<file path="config.mk">
export PLATFORM = sky130hd
export DESIGN_NAME = ecu_capture
export DESIGN_NICKNAME = d
export VERILOG_FILES = /design/src/ecu_capture.v /design/src/ecu_sync2.v
export VERILOG_INCLUDE_DIRS = /design/src
export SDC_FILE = /design/constraint.sdc
export NUM_CORES = 1
export LEC_CHECK = 0
export ABC_AREA = 1
export BUFFER_PORTS_ARGS = -buffer_cell sky130_fd_sc_hd__buf_2
export CORE_UTILIZATION = 40
export CTS_CLUSTER_DIAMETER = 150
export CTS_CLUSTER_SIZE = 10
export DETAILED_ROUTE_END_ITERATION = 10
export MAX_ROUTING_LAYER = met4
export SYNTH_ARGS = -nofsm -noshare
export SYNTH_HDL_FRONTEND = slang
export SYNTH_HIERARCHICAL = 1
export SYNTH_SLANG_ARGS = --single-unit
</file>
<file path="constraint.sdc">
create_clock -name sys_clk_i -period 1.7 [get_ports sys_clk_i]
set_input_delay 0.085 -clock sys_clk_i [delete_from_list [all_inputs] [get_ports sys_clk_i]]
set_output_delay 0.085 -clock sys_clk_i [all_outputs]
set_load 0.02 [all_outputs]
</file>
<file path="src/ecu_capture_regs.vh">
`ifndef ECU_CAPTURE_REGS_VH
`define ECU_CAPTURE_REGS_VH
// Register offsets (byte addresses on the plain register port)
`define ECU_OFS_CONTROL      4'h0
`define ECU_OFS_INPUT_SEL    4'h1
`define ECU_OFS_VALUE_LOW    4'h2
`define ECU_OFS_VALUE_HIGH   4'h3
`define ECU_OFS_FLAG         4'h4
`define ECU_OFS_COUNTER_CTL  4'h5
`define ECU_OFS_COUNT_LOW    4'h6
`define ECU_OFS_COUNT_HIGH   4'h7
// capture_control fields
`define ECU_CTL_EN_BIT       7
`define ECU_CTL_OD_BIT       6
`define ECU_CTL_MODE_MSB     3
`define ECU_CTL_MODE_LSB     0
// Mode encodings
`define ECU_MODE_OFF         4'h0
`define ECU_MODE_BOTH        4'h3
`define ECU_MODE_FALL        4'h4
`define ECU_MODE_RISE        4'h5
`define ECU_MODE_RISE4       4'h6
`define ECU_MODE_RISE16      4'h7
`define ECU_MODE_PWM         4'hF
// Counter control fields
`define ECU_CNT_RUN_BIT      0
`define ECU_CNT_EXT_BIT      1
// Reset values
`define ECU_CONTROL_RST      8'h00
`define ECU_INSEL_RST        2'h0
`define ECU_CNTCTL_RST       2'h0
// Prescaler terminal counts
`define ECU_PS4_LAST         2'h3
`define ECU_PS16_LAST        4'hF
// Instruction clock divide (system clock / 4)
`define ECU_INSTR_DIV_LAST   2'h3
`endif

</file>
<file path="src/ecu_capture.v">
// Chosen here: the strobed register port and the placing of the registers.
`timescale 1ns/100ps
`default_nettype none
`include "ecu_capture_regs.vh"
// Operation
// - Each qualifying event copies the 16-bit wide counter into the capture value.
// - Mode selects falling, rising, every 4th rising, every 16th rising, or both edges.
// - Each capture sets the event flag; only software or a reset clears it.
// - A new capture overwrites the stored value, no older value kept.
// - Capture value readable as separate low and high bytes.
// - Prescaler counter held clear while disabled or not in capture mode.
// - Every reset clears the prescaler counter.
// - Switching between prescale modes keeps the counter; a spurious flag may result.
// - Capture source comes from the input select field.
// - Edge detector sees the actual pin level, even while driven as output.
// - Capture uses the 16-bit wide counter; PWM would use the period timer.
// - Several units may share one timer when in the same mode group.
// - On instruction clock the wide counter stops in sleep and resumes after.
// - Capture keeps working in sleep with an external counter clock.
// - In output modes the pin driver may be configured as open-drain.
module ecu_capture (
  input  wire        sys_clk_i,
  input  wire        rst_n_i,
  input  wire [3:0]  reg_addr_i,
  input  wire [7:0]  reg_wdata_i,
  input  wire        reg_wr_i,
  input  wire        reg_rd_i,
  output reg  [7:0]  reg_rdata_o,
  input  wire        capture_unit_pin_i,
  input  wire        alt_src1_i,
  input  wire        alt_src2_i,
  input  wire        alt_src3_i,
  input  wire        ext_count_clk_i,
  input  wire        sleep_i,
  input  wire        compare_out_i,
  output reg         pin_out_o,
  output reg         pin_oe_n_o,
  output reg         capture_event_flag_o,
  output reg         capture_pulse_o
);
  reg  [7:0]  capture_control_reg;
  reg  [1:0]  capture_input_select_reg;
  reg  [1:0]  counter_ctl_reg;
  reg  [15:0] capture_value_pair_reg;
  reg  [15:0] wide_counter_value_reg;
  reg  [3:0]  prescale_reg;
  reg  [3:0]  prescale_next;
  reg  [1:0]  instr_div_reg;
  reg         src_prev_reg;
  reg         ext_prev_reg;
  reg         capture_now;
  reg         src_sel;
  reg  [7:0]  rdata_next;
  reg         pin_out_next;
  reg         pin_oe_n_next;

  wire        pin_s;
  wire        alt1_s;
  wire        alt2_s;
  wire        alt3_s;
  wire        ext_s;
  wire [3:0]  mode;
  wire        enabled;
  wire        in_capture;
  wire        rise_edge;
  wire        fall_edge;
  wire        instr_tick;
  wire        ext_tick;
  wire        count_tick;
  wire        flag_clear;

  assign mode       = capture_control_reg[`ECU_CTL_MODE_MSB:`ECU_CTL_MODE_LSB];
  assign enabled    = capture_control_reg[`ECU_CTL_EN_BIT];
  assign in_capture = enabled && (mode == `ECU_MODE_BOTH || mode == `ECU_MODE_FALL ||
                      mode == `ECU_MODE_RISE || mode == `ECU_MODE_RISE4 ||
                      mode == `ECU_MODE_RISE16);

  ecu_sync2 u_sync_pin (
    .sys_clk_i (sys_clk_i),
    .rst_n_i   (rst_n_i),
    .async_i   (capture_unit_pin_i),
    .sync_o    (pin_s)
  );
  ecu_sync2 u_sync_a1 (
    .sys_clk_i (sys_clk_i),
    .rst_n_i   (rst_n_i),
    .async_i   (alt_src1_i),
    .sync_o    (alt1_s)
  );
  ecu_sync2 u_sync_a2 (
    .sys_clk_i (sys_clk_i),
    .rst_n_i   (rst_n_i),
    .async_i   (alt_src2_i),
    .sync_o    (alt2_s)
  );
  ecu_sync2 u_sync_a3 (
    .sys_clk_i (sys_clk_i),
    .rst_n_i   (rst_n_i),
    .async_i   (alt_src3_i),
    .sync_o    (alt3_s)
  );
  ecu_sync2 u_sync_ext (
    .sys_clk_i (sys_clk_i),
    .rst_n_i   (rst_n_i),
    .async_i   (ext_count_clk_i),
    .sync_o    (ext_s)
  );

  always @* begin
    case (capture_input_select_reg)
      2'h0:    src_sel = pin_s;
      2'h1:    src_sel = alt1_s;
      2'h2:    src_sel = alt2_s;
      default: src_sel = alt3_s;
    endcase
  end

  // pin level sampled at the pad, whatever drives it
  assign rise_edge = src_sel & ~src_prev_reg;
  assign fall_edge = ~src_sel & src_prev_reg;

  always @* begin
    capture_now   = 1'b0;
    prescale_next = prescale_reg;
    if (!in_capture) begin
      prescale_next = 4'h0;
    end else if (mode == `ECU_MODE_FALL) begin
      capture_now = fall_edge;
    end else if (mode == `ECU_MODE_RISE) begin
      capture_now = rise_edge;
    end else if (mode == `ECU_MODE_BOTH) begin
      capture_now = rise_edge | fall_edge;
    end else if (rise_edge) begin
      if ((mode == `ECU_MODE_RISE4 && prescale_reg[1:0] == `ECU_PS4_LAST) ||
          (mode == `ECU_MODE_RISE16 && prescale_reg == `ECU_PS16_LAST)) begin
        capture_now = 1'b1;
      end
      prescale_next = prescale_reg + 4'h1;
    end
  end

  // Instruction clock enable: system clock divided by four
  assign instr_tick = (instr_div_reg == `ECU_INSTR_DIV_LAST);
  assign ext_tick   = ext_s & ~ext_prev_reg;
  // instruction-clocked count stops in sleep, holds its value
  // external clock keeps counting through sleep
  assign count_tick = counter_ctl_reg[`ECU_CNT_RUN_BIT] &&
                      (counter_ctl_reg[`ECU_CNT_EXT_BIT] ? ext_tick : (instr_tick && !sleep_i));

  assign flag_clear = reg_wr_i && reg_addr_i == `ECU_OFS_FLAG && !reg_wdata_i[0];

  // Software-visible control registers
  // Value bytes live in their own process so that a capture can win
  always @(posedge sys_clk_i or negedge rst_n_i) begin
    if (!rst_n_i) begin
      capture_control_reg      <= `ECU_CONTROL_RST;
      capture_input_select_reg <= `ECU_INSEL_RST;
      counter_ctl_reg          <= `ECU_CNTCTL_RST;
    end else if (reg_wr_i) begin
      if (reg_addr_i == `ECU_OFS_CONTROL) begin
        capture_control_reg <= reg_wdata_i;
      end else if (reg_addr_i == `ECU_OFS_INPUT_SEL) begin
        capture_input_select_reg <= reg_wdata_i[1:0];
      end else if (reg_addr_i == `ECU_OFS_COUNTER_CTL) begin
        counter_ctl_reg <= reg_wdata_i[1:0];
      end
    end
  end

  // Previous levels for edge detection; free-running divide-by-four phase
  always @(posedge sys_clk_i or negedge rst_n_i) begin
    if (!rst_n_i) begin
      src_prev_reg  <= 1'b0;
      ext_prev_reg  <= 1'b0;
      instr_div_reg <= 2'h0;
    end else begin
      src_prev_reg  <= src_sel;
      ext_prev_reg  <= ext_s;
      instr_div_reg <= instr_div_reg + 2'h1;
    end
  end

  always @(posedge sys_clk_i or negedge rst_n_i) begin
    if (!rst_n_i) begin
      prescale_reg <= 4'h0;
    end else begin
      prescale_reg <= prescale_next;
    end
  end

  // one time base shared by every capture or compare user
  // Counts only on enable pulses, never on the raw system clock
  always @(posedge sys_clk_i or negedge rst_n_i) begin
    if (!rst_n_i) begin
      wide_counter_value_reg <= 16'h0000;
    end else if (count_tick) begin
      wide_counter_value_reg <= wide_counter_value_reg + 16'h0001;
    end
  end

  // capture time base is the wide counter
  // latch the count on an event
  // newest value overwrites; a capture beats a software write
  always @(posedge sys_clk_i or negedge rst_n_i) begin
    if (!rst_n_i) begin
      capture_value_pair_reg <= 16'h0000;
    end else if (capture_now) begin
      capture_value_pair_reg <= wide_counter_value_reg;
    end else if (reg_wr_i && reg_addr_i == `ECU_OFS_VALUE_LOW) begin
      capture_value_pair_reg[7:0] <= reg_wdata_i;
    end else if (reg_wr_i && reg_addr_i == `ECU_OFS_VALUE_HIGH) begin
      capture_value_pair_reg[15:8] <= reg_wdata_i;
    end
  end

  always @(posedge sys_clk_i or negedge rst_n_i) begin
    if (!rst_n_i) begin
      capture_event_flag_o <= 1'b0;
      capture_pulse_o      <= 1'b0;
    end else begin
      capture_pulse_o <= capture_now;
      if (capture_now) begin
        capture_event_flag_o <= 1'b1;
      end else if (flag_clear) begin
        capture_event_flag_o <= 1'b0;
      end
    end
  end

  // open-drain option only in output modes; capture keeps the pad released
  always @* begin
    pin_out_next  = 1'b0;
    pin_oe_n_next = 1'b1;
    if (enabled && !in_capture) begin
      if (capture_control_reg[`ECU_CTL_OD_BIT]) begin
        // Open drain: pull low, or release and let the external pull-up win
        pin_oe_n_next = compare_out_i;
      end else begin
        pin_out_next  = compare_out_i;
        pin_oe_n_next = 1'b0;
      end
    end
  end

  // Pad drive registered so the pin never sees decode glitches
  always @(posedge sys_clk_i or negedge rst_n_i) begin
    if (!rst_n_i) begin
      pin_out_o  <= 1'b0;
      pin_oe_n_o <= 1'b1;
    end else begin
      pin_out_o  <= pin_out_next;
      pin_oe_n_o <= pin_oe_n_next;
    end
  end

  // read mux: control, select, flag, counter control, and byte halves of the value and count
  always @* begin
    rdata_next = 8'h00;
    // Unmapped addresses fall through to zero
    if (reg_rd_i) begin
      if (reg_addr_i == `ECU_OFS_CONTROL) begin
        rdata_next = capture_control_reg;
      end else if (reg_addr_i == `ECU_OFS_INPUT_SEL) begin
        rdata_next = {6'h00, capture_input_select_reg};
      end else if (reg_addr_i == `ECU_OFS_VALUE_LOW) begin
        rdata_next = capture_value_pair_reg[7:0];
      end else if (reg_addr_i == `ECU_OFS_VALUE_HIGH) begin
        rdata_next = capture_value_pair_reg[15:8];
      end else if (reg_addr_i == `ECU_OFS_FLAG) begin
        rdata_next = {7'h00, capture_event_flag_o};
      end else if (reg_addr_i == `ECU_OFS_COUNTER_CTL) begin
        rdata_next = {6'h00, counter_ctl_reg};
      end else if (reg_addr_i == `ECU_OFS_COUNT_LOW) begin
        rdata_next = wide_counter_value_reg[7:0];
      end else if (reg_addr_i == `ECU_OFS_COUNT_HIGH) begin
        rdata_next = wide_counter_value_reg[15:8];
      end
    end
  end

  // Read data stand one cycle after the strobe, zero otherwise
  always @(posedge sys_clk_i or negedge rst_n_i) begin
    if (!rst_n_i) begin
      reg_rdata_o <= 8'h00;
    end else begin
      reg_rdata_o <= rdata_next;
    end
  end
endmodule // ecu_capture
`default_nettype wire

</file>
<file path="src/ecu_sync2.v">
`timescale 1ns/100ps
`default_nettype none
module ecu_sync2 (
  input  wire sys_clk_i,
  input  wire rst_n_i,
  input  wire async_i,
  output reg  sync_o
);
  reg meta_reg;

  always @(posedge sys_clk_i or negedge rst_n_i) begin
    if (!rst_n_i) begin
      meta_reg <= 1'b0;
      sync_o   <= 1'b0;
    end else begin
      meta_reg <= async_i;
      sync_o   <= meta_reg;
    end
  end
endmodule // ecu_sync2
`default_nettype wire

</file>
# --- After elaboration in Yosys (flattened, before gate mapping) ---
# Cells that the tools add are included.
op_classes:
  muxes: 32
  reduce_logical: 28
  n_eq_ne: 22
  add_sub_neg: 3
  bitwise: 9
ops:
  columns: ["operator", "n"]
  rows:
  - ["2-to-1 mux 8 bit", 12]
  - ["== test 4 x 3 -> 1 bit (second input constant)", 8]
  - ["2-to-1 mux 4 bit", 5]
  - ["adder 16 x 1 -> 16 bit (second input constant)", 1]
  - ["2-to-1 mux 16 bit", 1]
  - ["2-to-1 mux 1 bit", 13]
  - ["== test 4 x 2 -> 1 bit (second input constant)", 3]
  - ["logical AND 1 bit", 10]
  - ["inequality test 2 bit (second input constant)", 4]
  - ["AND reduction 4 bit", 2]
  - ["== test 2 bit (second input constant)", 3]
  - ["nonzero test 2 bit", 3]
  - ["logical OR 1 bit", 5]
  - ["NOT 1 bit", 5]
  - ["adder 4 x 1 -> 4 bit (second input constant)", 1]
  - ["== test 4 x 1 -> 1 bit (second input constant)", 1]
  - ["== test 4 bit (second input constant)", 1]
  - ["zero test 4 bit", 1]
  - ["AND reduction 2 bit", 2]
  - ["bitwise AND 1 bit", 3]
  - ["zero test 1 bit", 3]
  - ["one-hot mux 1 bit (3 select lines)", 1]
  - ["AND reduction 3 bit", 1]
  - ["adder 2 x 1 -> 2 bit (second input constant)", 1]
  - ["other kinds (4)", 4]
word_totals:
  in_bits: 23
  output_inout_bits: 12
  regBits: 74
  wordCells: 119

# --- Logic depth before layout (Yosys ltp) ---
# Gate-level depths: netlist of run 1.
depth:
  word_depth: 11
  depth_mapped: 13
  depth_no_buf: 12

# --- Hierarchy ---
# Netlist of run 1, hierarchy kept.
by_module_without_submodules:
  columns: ["module", "area_each_um2", "n_inst", "seq_area_each_um2", "cells_each"]
  rows:
  - ["ecu_capture", 3484.6, 1, 1602.8, 424]
  - ["ecu_sync2", 50.0, 5, 50.0, 2]

# --- Least setup slack after synthesis of run 1 ---
# No wires, ideal clock.
synth_timing:
  path_kind: "reg2reg"
  startpoint: "register capture_input_select_reg[0]"
  endpoint: "register capture_value_pair_reg[12]"
  stages_incl_launch_ff: 12
  period_less_slack_ps: 1722
  path_slack_ps: -22
  n_path_buf: 1
  setup_ps: 124
  required_ps: 1576
  arrival_time_ps: 1597
  path_cell_list: "dfrtp_1 o211ai_1 nand2_1 ha_1 nand3b_1 nand2_1 inv_2 nand2_8 nand2_8 buf_8 nand3_1 nand3_1"
synth_via:
  elab_chain_cells: 11
  elab_cells_between_ends: 17
  cone_classes: "eq/ne (3); mux (7); bitwise (4); reduce/logical (3)"
synth_lines:
  columns: ["item", "line_no", "text"]
  rows:
  - ["from (decl)", "ecu_capture.v:42", "reg [1:0] capture_input_select_reg;"]
  - ["from (signal assigned)", "ecu_capture.v:157", "capture_input_select_reg <= `ECU_INSEL_RST;"]
  - ["from (signal assigned)", "ecu_capture.v:163", "capture_input_select_reg <= reg_wdata_i[1:0];"]
  - ["== test 2 bit, or another cell as far along", "ecu_capture.v:110", "case (capture_input_select_reg)"]
  - ["one-hot mux 1 bit (3 select lines) (*)", "ecu_capture.v:110", null]
  - ["via src_sel", "ecu_capture.v:52", "reg src_sel;"]
  - ["NOT 1 bit", "ecu_capture.v:120", "assign fall_edge = ~src_sel & src_prev_reg;"]
  - ["bitwise AND 1 bit", "ecu_capture.v:120", null]
  - ["OR 1 bit", "ecu_capture.v:132", "capture_now = rise_edge | fall_edge;"]
  - ["2-to-1 mux 1 bit", "ecu_capture.v:131", "end else if (mode == `ECU_MODE_BOTH) begin"]
  - ["2-to-1 mux 1 bit", "ecu_capture.v:129", "end else if (mode == `ECU_MODE_RISE) begin"]
  - ["2-to-1 mux 1 bit (*)", "ecu_capture.v:127", "end else if (mode == `ECU_MODE_FALL) begin"]
  - ["2-to-1 mux 1 bit (*)", "ecu_capture.v:125", "if (!in_capture) begin"]
  - ["inequality test 2 bit (no line) / nonzero test 2 bit (equally long branches)", null, null]
  - ["AND reduction 2 bit (no line)", null, null]
  - ["to (signal assigned)", "ecu_capture.v:208", "capture_value_pair_reg <= wide_counter_value_reg;"]
  - ["to (signal assigned)", "ecu_capture.v:212", "capture_value_pair_reg[15:8] <= reg_wdata_i;"]
  - ["to (decl)", "ecu_capture.v:44", "reg [15:0] capture_value_pair_reg;"]
# The timed path passes the listed nets; every way through them passes the cells marked *.
# A chain may end at the register's enable or synchronous reset.

# --- Worst setup path after layout of run 1 ---
layout_timing:
  startpoint: "register capture_input_select_reg[0]"
  endpoint: "register capture_value_pair_reg[1]"
layout_via:
  elab_chain_cells: 10
  elab_cells_between_ends: 15
  cone_classes: "eq/ne (2); mux (7); bitwise (4); reduce/logical (2)"
layout_lines:
  columns: ["item", "line_no", "text"]
  rows:
  - ["== test 2 bit, or another cell as far along", "ecu_capture.v:110", null]
  - ["one-hot mux 1 bit (3 select lines) (*)", "ecu_capture.v:110", null]
  - ["via src_sel", "ecu_capture.v:52", null]
  - ["NOT 1 bit", "ecu_capture.v:120", null]
  - ["bitwise AND 1 bit", "ecu_capture.v:120", null]
  - ["OR 1 bit", "ecu_capture.v:132", null]
  - ["2-to-1 mux 1 bit", "ecu_capture.v:131", null]
  - ["2-to-1 mux 1 bit", "ecu_capture.v:129", null]
  - ["2-to-1 mux 1 bit (*)", "ecu_capture.v:127", null]
  - ["2-to-1 mux 1 bit (*)", "ecu_capture.v:125", null]
  - ["2-to-1 mux 16 bit / nonzero test 2 bit (equally long branches)", null, null]
  - ["to (signal assigned)", "ecu_capture.v:208", null]
  - ["to (signal assigned)", "ecu_capture.v:210", "capture_value_pair_reg[7:0] <= reg_wdata_i;"]
# Marks and branches as above.

==> impl_metrics.json, run 1 <==
{
  "finalSetupTns_ns": -1.69,
  "synthTopCellsByArea": "dfrtp_1 49%, nand3_1 10%, nand2_1 8.1%",
  "routed_wl_um": 8590,
  "ant_nets": 0,
  "dieArea_mm2": 0.00973,
  "slowest_delay_ns": 0.42,
  "crit_start": "capture_input_select_reg[0]",
  "arrival_ns": 2.04,
  "violations": "setup timing",
  "die_h_um": 98.6,
  "fillers": 858,
  "status": "complete, but fails checks",
  "antenna_found_initial": 0,
  "worst_pin_slew_ns": 0.413,
  "fp.dieW_um": 98.6,
  "rr_endpoint": "capture_value_pair_reg[1]",
  "setup_slack_ns": -0.118,
  "coreArea_mm2": 0.00889,
  "power_density_mw_per_mm2": 1270,
  "final_common_cell": "nand2_1",
  "clock-sinks": 74,
  "synth-seq-area-share": 0.496,
  "cts_buffers": 9,
  "grt_max_degree": 33,
  "max_freq_ghz": 0.550,
  "cts.htree.levels": 3,
  "post_drt_wl_per_cell_um": 14.1,
  "rrSetupSlack_ns": -0.12,
  "critical_path.max_fanout": 8,
  "num_antenna_cells": 0,
  "post_route_cells_drive_above_1_share": 0.204,
  "tritoncts": "yes",
  "end_kind": "flip-flop",
  "clock_skew_ns": 0.0116,
  "p_leak_nw": 2.19,
  "fin_crit_sh": 1.07,
  "first_global_vias": 3081,
  "io_buffers": 34,
  "insertion_delay_ns": 0.34,
  "start_kind": "flip-flop",
  "num_io_pins": 35,
  "yosysWarnings": 6,
  "cp_slowest_cell": "dfrtp_1",
  "ir_drop_mv": 0.439,
  "cp.required_ns": 1.92,
  "design_area_mm2": 0.00451,
  "nets": 523,
  "setup_viol": 17,
  "timing.rr.start": "capture_input_select_reg[0]",
  "clk_pin_slew_ns": 0.08,
  "slew_headroom": 0.722,
  "drc": 0,
  "globalplace.congestion": 0.870,
  "firstDrtPassIters": 5,
  "synthCells": 434,
  "maxSlewViolCount": 0,
  "cts_max_path_buffers": 2,
  "grt_pass1_wl_um": 14500,
  "fin_crit_ns": 1.82,
  "yosys.area.top_type": "dfrtp_1",
  "layout_common_cells": "81 x nand2_1, 73 x dfrtp_1, 72 x nand3_1",
  "ys_seq_elements": 74,
  "grt_usage": 0.195,
  "via_per_inst": 5.18,
  "crit_chain": "o21ai_0 -> nand2_1 -> ha_1 -> nand3b_1 -> nand2_1 -> inv_2 -> nand2_8 -> nand2_4 -> nand3_1 -> nand3_1",
  "worstRegToRegCells": 10,
  "drt_iter0_drc": 214,
  "areaGrowthSynthToFinish_pct": 20.7,
  "synth.cell_area_mm2": 0.00373,
  "avgSynthCellArea_um2": 8.61,
  "grt_overflow_total": 0,
  "p_total_mw": 5.73,
  "hold_slack_ns": 0.0303,
  "critical_path_depth": 10,
  "synth_top_area_share": 0.489,
  "hold_violations": 0,
  "ys_types": 34,
  "vias": 3150,
  "syn-num-nets": 462,
  "endpoint": "capture_value_pair_reg[1]",
  "hpwl_um": 6300,
  "rows": 34,
  "start_util": 0.420,
  "fin_util": 0.507,
  "worst-path-buf-inv": 1,
  "postPlaceCellArea_mm2": 0.00406,
  "crit_type": "flip-flop to flip-flop",
  "clockRootBuffer": "clkbuf_8",
  "cap_violations": 0,
  "hp-class": "input pin to flip-flop",
  "rsz0062_at_grt": "true",
  "path_delay_family": "simple AND/OR/NAND/NOR gates"
}
[cells in the mapped netlist]
cell       count
buf_8          2
a21boi_0       1
nor3_4         1
nand3_1       76
o211ai_1       3
nor4_1         1
inv_1         44
buf_4          2
o21ai_1        2
xnor2_1        1
o21ai_0       29
nor2_8         1
ha_1           5
a31oi_1        6
clkinv_2       1
inv_2          6
nand2_1       81
nand2_8        2
nand2_4        4
nand2_2        4
nor3_1         7
clkbuf_1       3
buf_2          3
dfrtp_1       73
nand3b_1       1
xor2_1        13
nand4_1        7
mux2_2         2
a21oi_1       15
nor2_1        30
nor2_4         4
dfstp_2        1
o2111ai_1      1
buf_6          2
[timing repair]
action,CTS,global route
endpoints found under the setup margin,17,21
hold endpoints to repair,37,0
hold buffers,7,0
pin swaps,4,6
gates resized for setup,2,4
cloned,1,3
setup buffers,0,6
[area by class of cell]
cell class | instances | area [um^2] | area share
clock buffer | 10 | 138 | 0.0305
tap | 108 | 135 | 0.0300
inverter | 51 | 193 | 0.0427
multi-input combinational | 300 | 1660 | 0.368
clock inverter | 6 | 113 | 0.0250
timing repair buffer | 59 | 420 | 0.0932
sequential | 74 | 1850 | 0.411
[stage by stage]
| stage | instances | setup WS [ns] |
|---|---|---|
| finish | 608 | -0.118 |
| global route | 608 | -0.249 |
| floorplan | 434 | 0.00521 |
| detailed placement | 575 | -0.112 |
| global placement | 575 | -0.0608 |
| CTS | 599 | -0.105 |
[worst min path at each step]
stage / startpoint / end / cells past startpoint
2_1_floorplan: rst_n_i / capture_control_reg[0] / 0
3_3_place_gp: rst_n_i / reg_rdata_o[0] / 1
3_5_place_dp: rst_n_i / reg_rdata_o[1] / 1
4_1_cts: reg_wdata_i[4] / capture_value_pair_reg[4] / 3
5_1_grt: reg_wdata_i[5] / capture_control_reg[5] / 2
6_report: reg_wdata_i[1] / capture_value_pair_reg[1] / 3
[report_power, final]
group          leakage [nW]  total, mW  switching, mW  internal, mW
combinational          1.15       1.41          0.841         0.570
sequential            0.916       2.62          0.417          2.21
clock                 0.127       1.69          0.670          1.02
[routing by layer]
| metal | up-vias | wire length (um) | track usage |
|---|---|---|---|
| li1 | 1554 | - | - |
| met1 | 1511 | 3940 | 0.248 |
| met2 | 76 | 4240 | 0.322 |
| met3 | 9 | 316 | 0.0284 |
| met4 | 0 | 93 | 0.0631 |
| met5 | - | 0 | - |
[kinds of logic after synthesis]
logic type      Yosys count  synth area share
compound gates           57            0.0821
mux                       2           0.00603
simple gates            219             0.289
xor+xnor                 14            0.0328
fa+ha+maj                 5            0.0168
flops                    74             0.496
buf+inv                  63            0.0767
[worst register-to-register path, stage by stage (launching register included)]
cell,delay (ns)
dfrtp_1,0.42
o21ai_0,0.18
nand2_1,0.12
ha_1,0.29
nand3b_1,0.16
nand2_1,0.07
inv_2,0.06
nand2_8,0.13
nand2_4,0.11
nand3_1,0.09
nand3_1,0.07
No activity file was read; power rests on OpenSTA's default activity.
==> inputs of run 2 (changes only) <==
Settings changed: REMOVE_ABC_BUFFERS set to 1.
==> run 2 against run 1 <==
  * Die area unchanged
  * Combinational power down 6%
  * Worst setup slack better by 0.0054 ns
  * Count of clock-buffer cells in the layout unchanged
  * Design area down 2.4%
  * The flow still finishes with violations (setup timing)
  * Sequential share of layout area up 1.0 points
  * Worst hold slack worse by 0.014 ns
  * Clock skew down 0.0039 ns
  * Flip-flop and latch count unchanged
  * Highest routed layer unchanged
  * Maximum frequency up 0.30%
  * Via count down 3.7%
==> impl_metrics.json, run 2 (synthesis gave the netlist of run 1 again) <==
{
  "status": "complete, but fails checks",
  "violations": "setup timing",
  "rsz0062_at_grt": "true",
  "power_frac_comb": 0.242,
  "insertion_delay_ns": 0.35,
  "clkPwrFrac": 0.277,
  "fp.dieW_um": 98.6,
  "cts.htree.levels": 3,
  "maxSlewViolCount": 0,
  "clk_pin_slew_ns": 0.08,
  "p_leak_nw": 2.12,
  "tritoncts": "yes",
  "postPlaceCellArea_mm2": 0.00405,
  "arrival_ns": 2.05,
  "areaGrowthSynthToFinish_pct": 17.8,
  "die_h_um": 98.6,
  "hp-class": "input pin to flip-flop",
  "clock-sinks": 74,
  "crit_type": "flip-flop to flip-flop",
  "fillers": 861,
  "fin_crit_sh": 1.07,
  "finalSetupTns_ns": -1.85,
  "num_antenna_cells": 0,
  "fin_crit_ns": 1.81,
  "start_kind": "flip-flop",
  "globalplace.congestion": 0.821,
  "grt_max_degree": 35,
  "hold_violations": 0,
  "switching_power_mw": 1.89,
  "rrSetupSlack_ns": -0.11,
  "routed_wl_um": 8500,
  "firstDrtPassIters": 4,
  "setup_slack_ns": -0.113,
  "cts_buffers": 9,
  "end_kind": "flip-flop",
  "drc": 0,
  "layout_common_cells": "80 x nand2_1, 75 x nand3_1, 73 x dfrtp_1",
  "drt_iter0_drc": 212,
  "post_drt_wl_per_cell_um": 14.1,
  "coreArea_mm2": 0.00889,
  "cap_violations": 0,
  "max_freq_ghz": 0.552,
  "dieArea_mm2": 0.00973,
  "pwr-share-seq": 0.481,
  "cp.required_ns": 1.94,
  "design_area_mm2": 0.00440,
  "final_common_cell": "nand2_1",
  "ant_nets": 0,
  "post_route_cells_drive_above_1_share": 0.189,
  "start_util": 0.420,
  "nets": 516,
  "vias": 3032,
  "clockRootBuffer": "clkbuf_8",
  "cts_max_path_buffers": 2,
  "internal_power_mw": 3.56,
  "grt_usage": 0.203,
  "via_per_inst": 5.04,
  "worst_pin_slew_ns": 0.450,
  "io_buffers": 34,
  "p_total_mw": 5.45,
  "setup_viol": 18,
  "power_density_mw_per_mm2": 1240,
  "slew_headroom": 0.698,
  "first_global_vias": 3017,
  "p_sw_frac": 0.347,
  "clock_skew_ns": 0.00768,
  "ir_drop_mv": 0.757,
  "grt_pass1_wl_um": 14700,
  "antenna_found_initial": 0,
  "critical_path.max_fanout": 17,
  "hpwl_um": 6300,
  "rows": 34,
  "grt_overflow_total": 0,
  "num_io_pins": 35
}
[run 2: critical path, stage by stage, from the launching register on]
cell and delay (ns):
dfrtp_1 0.42, a21oi_1 0.14, o21ai_0 0.08, nand2_1 0.11, ha_1 0.24, nand3b_1 0.17, nand2_1 0.09, inv_2 0.06
nand2_8 0.11, nand2_8 0.10, nand3_1 0.10, nand3_1 0.07
[run 2: final timing paths]
check | startpoint | endpoint | cells past startpoint
worst max-delay path | capture_input_select_reg[0] | capture_value_pair_reg[14] | 11
worst min-delay path | reg_wdata_i[5] | capture_control_reg[5] | 2
worst max register to register | capture_input_select_reg[0] | capture_value_pair_reg[14] | 11
worst min register to register | u_sync_a1/meta_reg | u_sync_a1/sync_o | 0
max in group asynchronous | rst_n_i | pin_oe_n_o | 3
min in group asynchronous | rst_n_i | reg_rdata_o[0] | 2
[run 2: per-layer routing]
metal	global-route usage	vias up	part of all wire
met2	0.330	53	0.49
met3	0.0546	8	0.033
met4	0.0597	0	0.013
met5	-	-	0
met1	0.249	1430	0.46
li1	-	1541	-
[run 2: area by class of cell]
cell class,count,area [um^2],area share
flip-flops and latches,74,1850,0.421
inverters,51,193,0.0438
well taps,108,135,0.0307
clock inverters,6,90.1,0.0205
repair buffers,54,373,0.0848
clock buffers,10,128,0.0290
multi-input cells,298,1630,0.370
[run 2: power groups by stage]
stage          combinational [mW]  sequential, mW  clock [mW]
2_1_floorplan               0.864            2.56           0
3_3_place_gp                 1.24            2.64           0
3_5_place_dp                 1.27            2.65           0
4_1_cts                      1.31            2.62        1.55
5_1_grt                      1.50            2.69        1.63
6_report                     1.32            2.62        1.51
[run 2: repair_timing]
item,4_1_cts,5_1_grt
setup buffers,1,2
endpoints found under the setup margin,18,22
gates cloned,1,0
hold buffers,7,0
pin swaps,1,4
resized for setup,3,4
hold endpoints to repair,35,0
[run 2: per-stage QoR]
step / utilization / hold WS (ns) / setup WS [ns] / cells
floorplan: - / -0.211 / -0.359 / 422
global placement: 0.455 / 0.0397 / -0.0508 / 574
detailed placement: 0.455 / 0.0404 / -0.160 / 574
CTS: 0.491 / 0.0117 / -0.139 / 599
global route: 0.495 / 0.0102 / -0.284 / 601
finish: 0.495 / 0.0160 / -0.113 / 601
==> inputs of run 3 (changes only) <==
Settings changed: CORE_UTILIZATION 40 to 50, PLACE_DENSITY set to 0.72.
==> run 3 against run 2 <==
  * Flip-flop and latch count stayed put
  * Maximum frequency is 2.0% lower
  * Count of clock-buffer cells in the layout is 1 lower
  * Cell count is 0.83% lower
  * Design area is 1.6% higher
  * Sequential power hardly changed
  * Core utilization is 12 points higher
  * Worst hold slack better by 0.0016 ns
  * First-iteration DRC count is 5.2% higher
  * The flow still finishes with violations (setup timing)
  * Clock skew is 0.0031 ns higher
==> impl_metrics.json, run 3 (synthesis gave the netlist of run 1 again) <==
{
  "status": "complete, but fails checks",
  "violations": "setup timing",
  "rrSetupSlack_ns": -0.15,
  "cp.required_ns": 1.99,
  "start_kind": "flip-flop",
  "fillers": 649,
  "crit_type": "flip-flop to flip-flop",
  "firstDrtPassIters": 5,
  "multi_input_area_mm2": 0.00170,
  "rsz0062_at_grt": "true",
  "cts.htree.levels": 3,
  "insertion_delay_ns": 0.36,
  "cts_max_path_buffers": 2,
  "fin_crit_ns": 1.85,
  "vias": 3164,
  "post_route_cells_drive_above_1_share": 0.207,
  "arrival_ns": 2.14,
  "coreArea_mm2": 0.00725,
  "nets": 520,
  "slew_headroom": 0.681,
  "hp-class": "input pin to flip-flop",
  "p_leak_nw": 2.16,
  "fin_crit_sh": 1.09,
  "drc": 0,
  "rr_endpoint": "capture_value_pair_reg[6]",
  "layout_common_cells": "80 x nand2_1, 73 x dfrtp_1, 67 x nand3_1",
  "place_ws_ns": -0.127,
  "first_global_vias": 2982,
  "grt_overflow_total": 0,
  "io_buffers": 34,
  "grt_max_degree": 37,
  "setup_slack_ns": -0.150,
  "min_path_cells": 2,
  "hp-start": "reg_wdata_i[4]",
  "clock-sinks": 74,
  "fin_util": 0.616,
  "seq_area_mm2": 0.00185,
  "cap_violations": 0,
  "timing.rr.start": "capture_input_select_reg[0]",
  "num_antenna_cells": 0,
  "grt_pass1_wl_um": 14100,
  "critical_path.max_fanout": 8,
  "num_io_pins": 35,
  "ir_drop_mv": 0.499,
  "end_kind": "flip-flop",
  "grt_usage": 0.245,
  "worst_pin_slew_ns": 0.479,
  "routed_wl_um": 8550,
  "post_drt_wl_per_cell_um": 14.3,
  "antenna_found_initial": 0,
  "worstRegToRegCells": 11,
  "start_util": 0.515,
  "dieArea_mm2": 0.00782,
  "setup_viol": 17,
  "areaGrowthSynthToFinish_pct": 19.7,
  "power_density_mw_per_mm2": 1210,
  "cts_buffers": 9,
  "rows": 31,
  "clk_pin_slew_ns": 0.08,
  "finalSetupTns_ns": -2.07,
  "maxSlewViolCount": 0,
  "tritoncts": "yes",
  "hold_violations": 0,
  "clockRootBuffer": "clkbuf_8",
  "globalplace.congestion": 0.848,
  "final_common_cell": "nand2_1",
  "min_to": "capture_control_reg[4]",
  "hpwl_um": 6050,
  "ant_nets": 0,
  "via_per_inst": 5.31,
  "fp.dieW_um": 88.4,
  "max_freq_ghz": 0.541,
  "drt_iter0_drc": 223,
  "die_h_um": 88.4,
  "clock_skew_ns": 0.0108
}
[run 3: area by class of cell]
type / count / area share
well taps: 99 / 0.0277
clock inverters: 7 / 0.0174
multi-input cells: 301 / 0.381
flip-flops and latches: 74 / 0.415
repair buffers: 55 / 0.0887
clock buffers: 9 / 0.0277
inverters: 51 / 0.0431
[run 3: worst max path at each step]
stage	startpoint	endpoint	slack (ns)	cells past startpoint
global placement	capture_input_select_reg[0]	capture_value_pair_reg[1]	-0.05	10
floorplan	instr_div_reg[0]	wide_counter_value_reg[8]	-0.36	6
detailed placement	capture_input_select_reg[0]	capture_value_pair_reg[12]	-0.13	10
global route	capture_input_select_reg[0]	capture_value_pair_reg[15]	-0.28	10
CTS	capture_input_select_reg[0]	capture_value_pair_reg[6]	-0.13	10
finish	capture_input_select_reg[0]	capture_value_pair_reg[6]	-0.15	11
[run 3: critical path: stages (launching register included)]
cell,delay [ns]
dfrtp_1,0.42
a21oi_1,0.13
o21ai_0,0.09
nand2_1,0.12
ha_1,0.24
nand3b_1,0.16
nand2_1,0.09
inv_2,0.06
nand2_8,0.13
clkbuf_16,0.17
nand3_1,0.06
nand3_1,0.10
[run 3: where the power goes]
group,internal [mW],switching [mW]
combinational,0.565,0.854
clock,0.687,0.695
sequential,2.21,0.414
[run 3: what timing repair did]
action | CTS | global route
gates cloned | 1 | 4
pin swaps | 0 | 9
resized for setup | 2 | 11
setup buffers | 0 | 2
hold endpoints to repair | 42 | 0
hold buffers | 8 | 0
setup endpoints to repair | 18 | 21
[run 3: through the flow]
| stage | instances | total power [mW] | hold WS, ns | cell area [um^2] |
|---|---|---|---|---|
| 6_report | 596 | 5.42 | 0.0177 | 4470 |
| 5_1_grt | 596 | 5.78 | 0.00232 | 4470 |
| 4_1_cts | 590 | 5.34 | 0.00490 | 4340 |
| 3_5_place_dp | 565 | 3.92 | 0.0753 | 4040 |
| 3_3_place_gp | 565 | 3.86 | 0.0698 | 4040 |
| 2_1_floorplan | 422 | 3.43 | -0.211 | 3640 |
[run 3: layer usage]
| layer | vias up | GRT usage | share of wire |
|---|---|---|---|
| met2 | 77 | 0.397 | 0.50 |
| met5 | - | - | 0 |
| li1 | 1548 | - | - |
| met4 | 0 | 0.0704 | 0.011 |
| met3 | 9 | 0.0625 | 0.046 |
| met1 | 1530 | 0.304 | 0.44 |
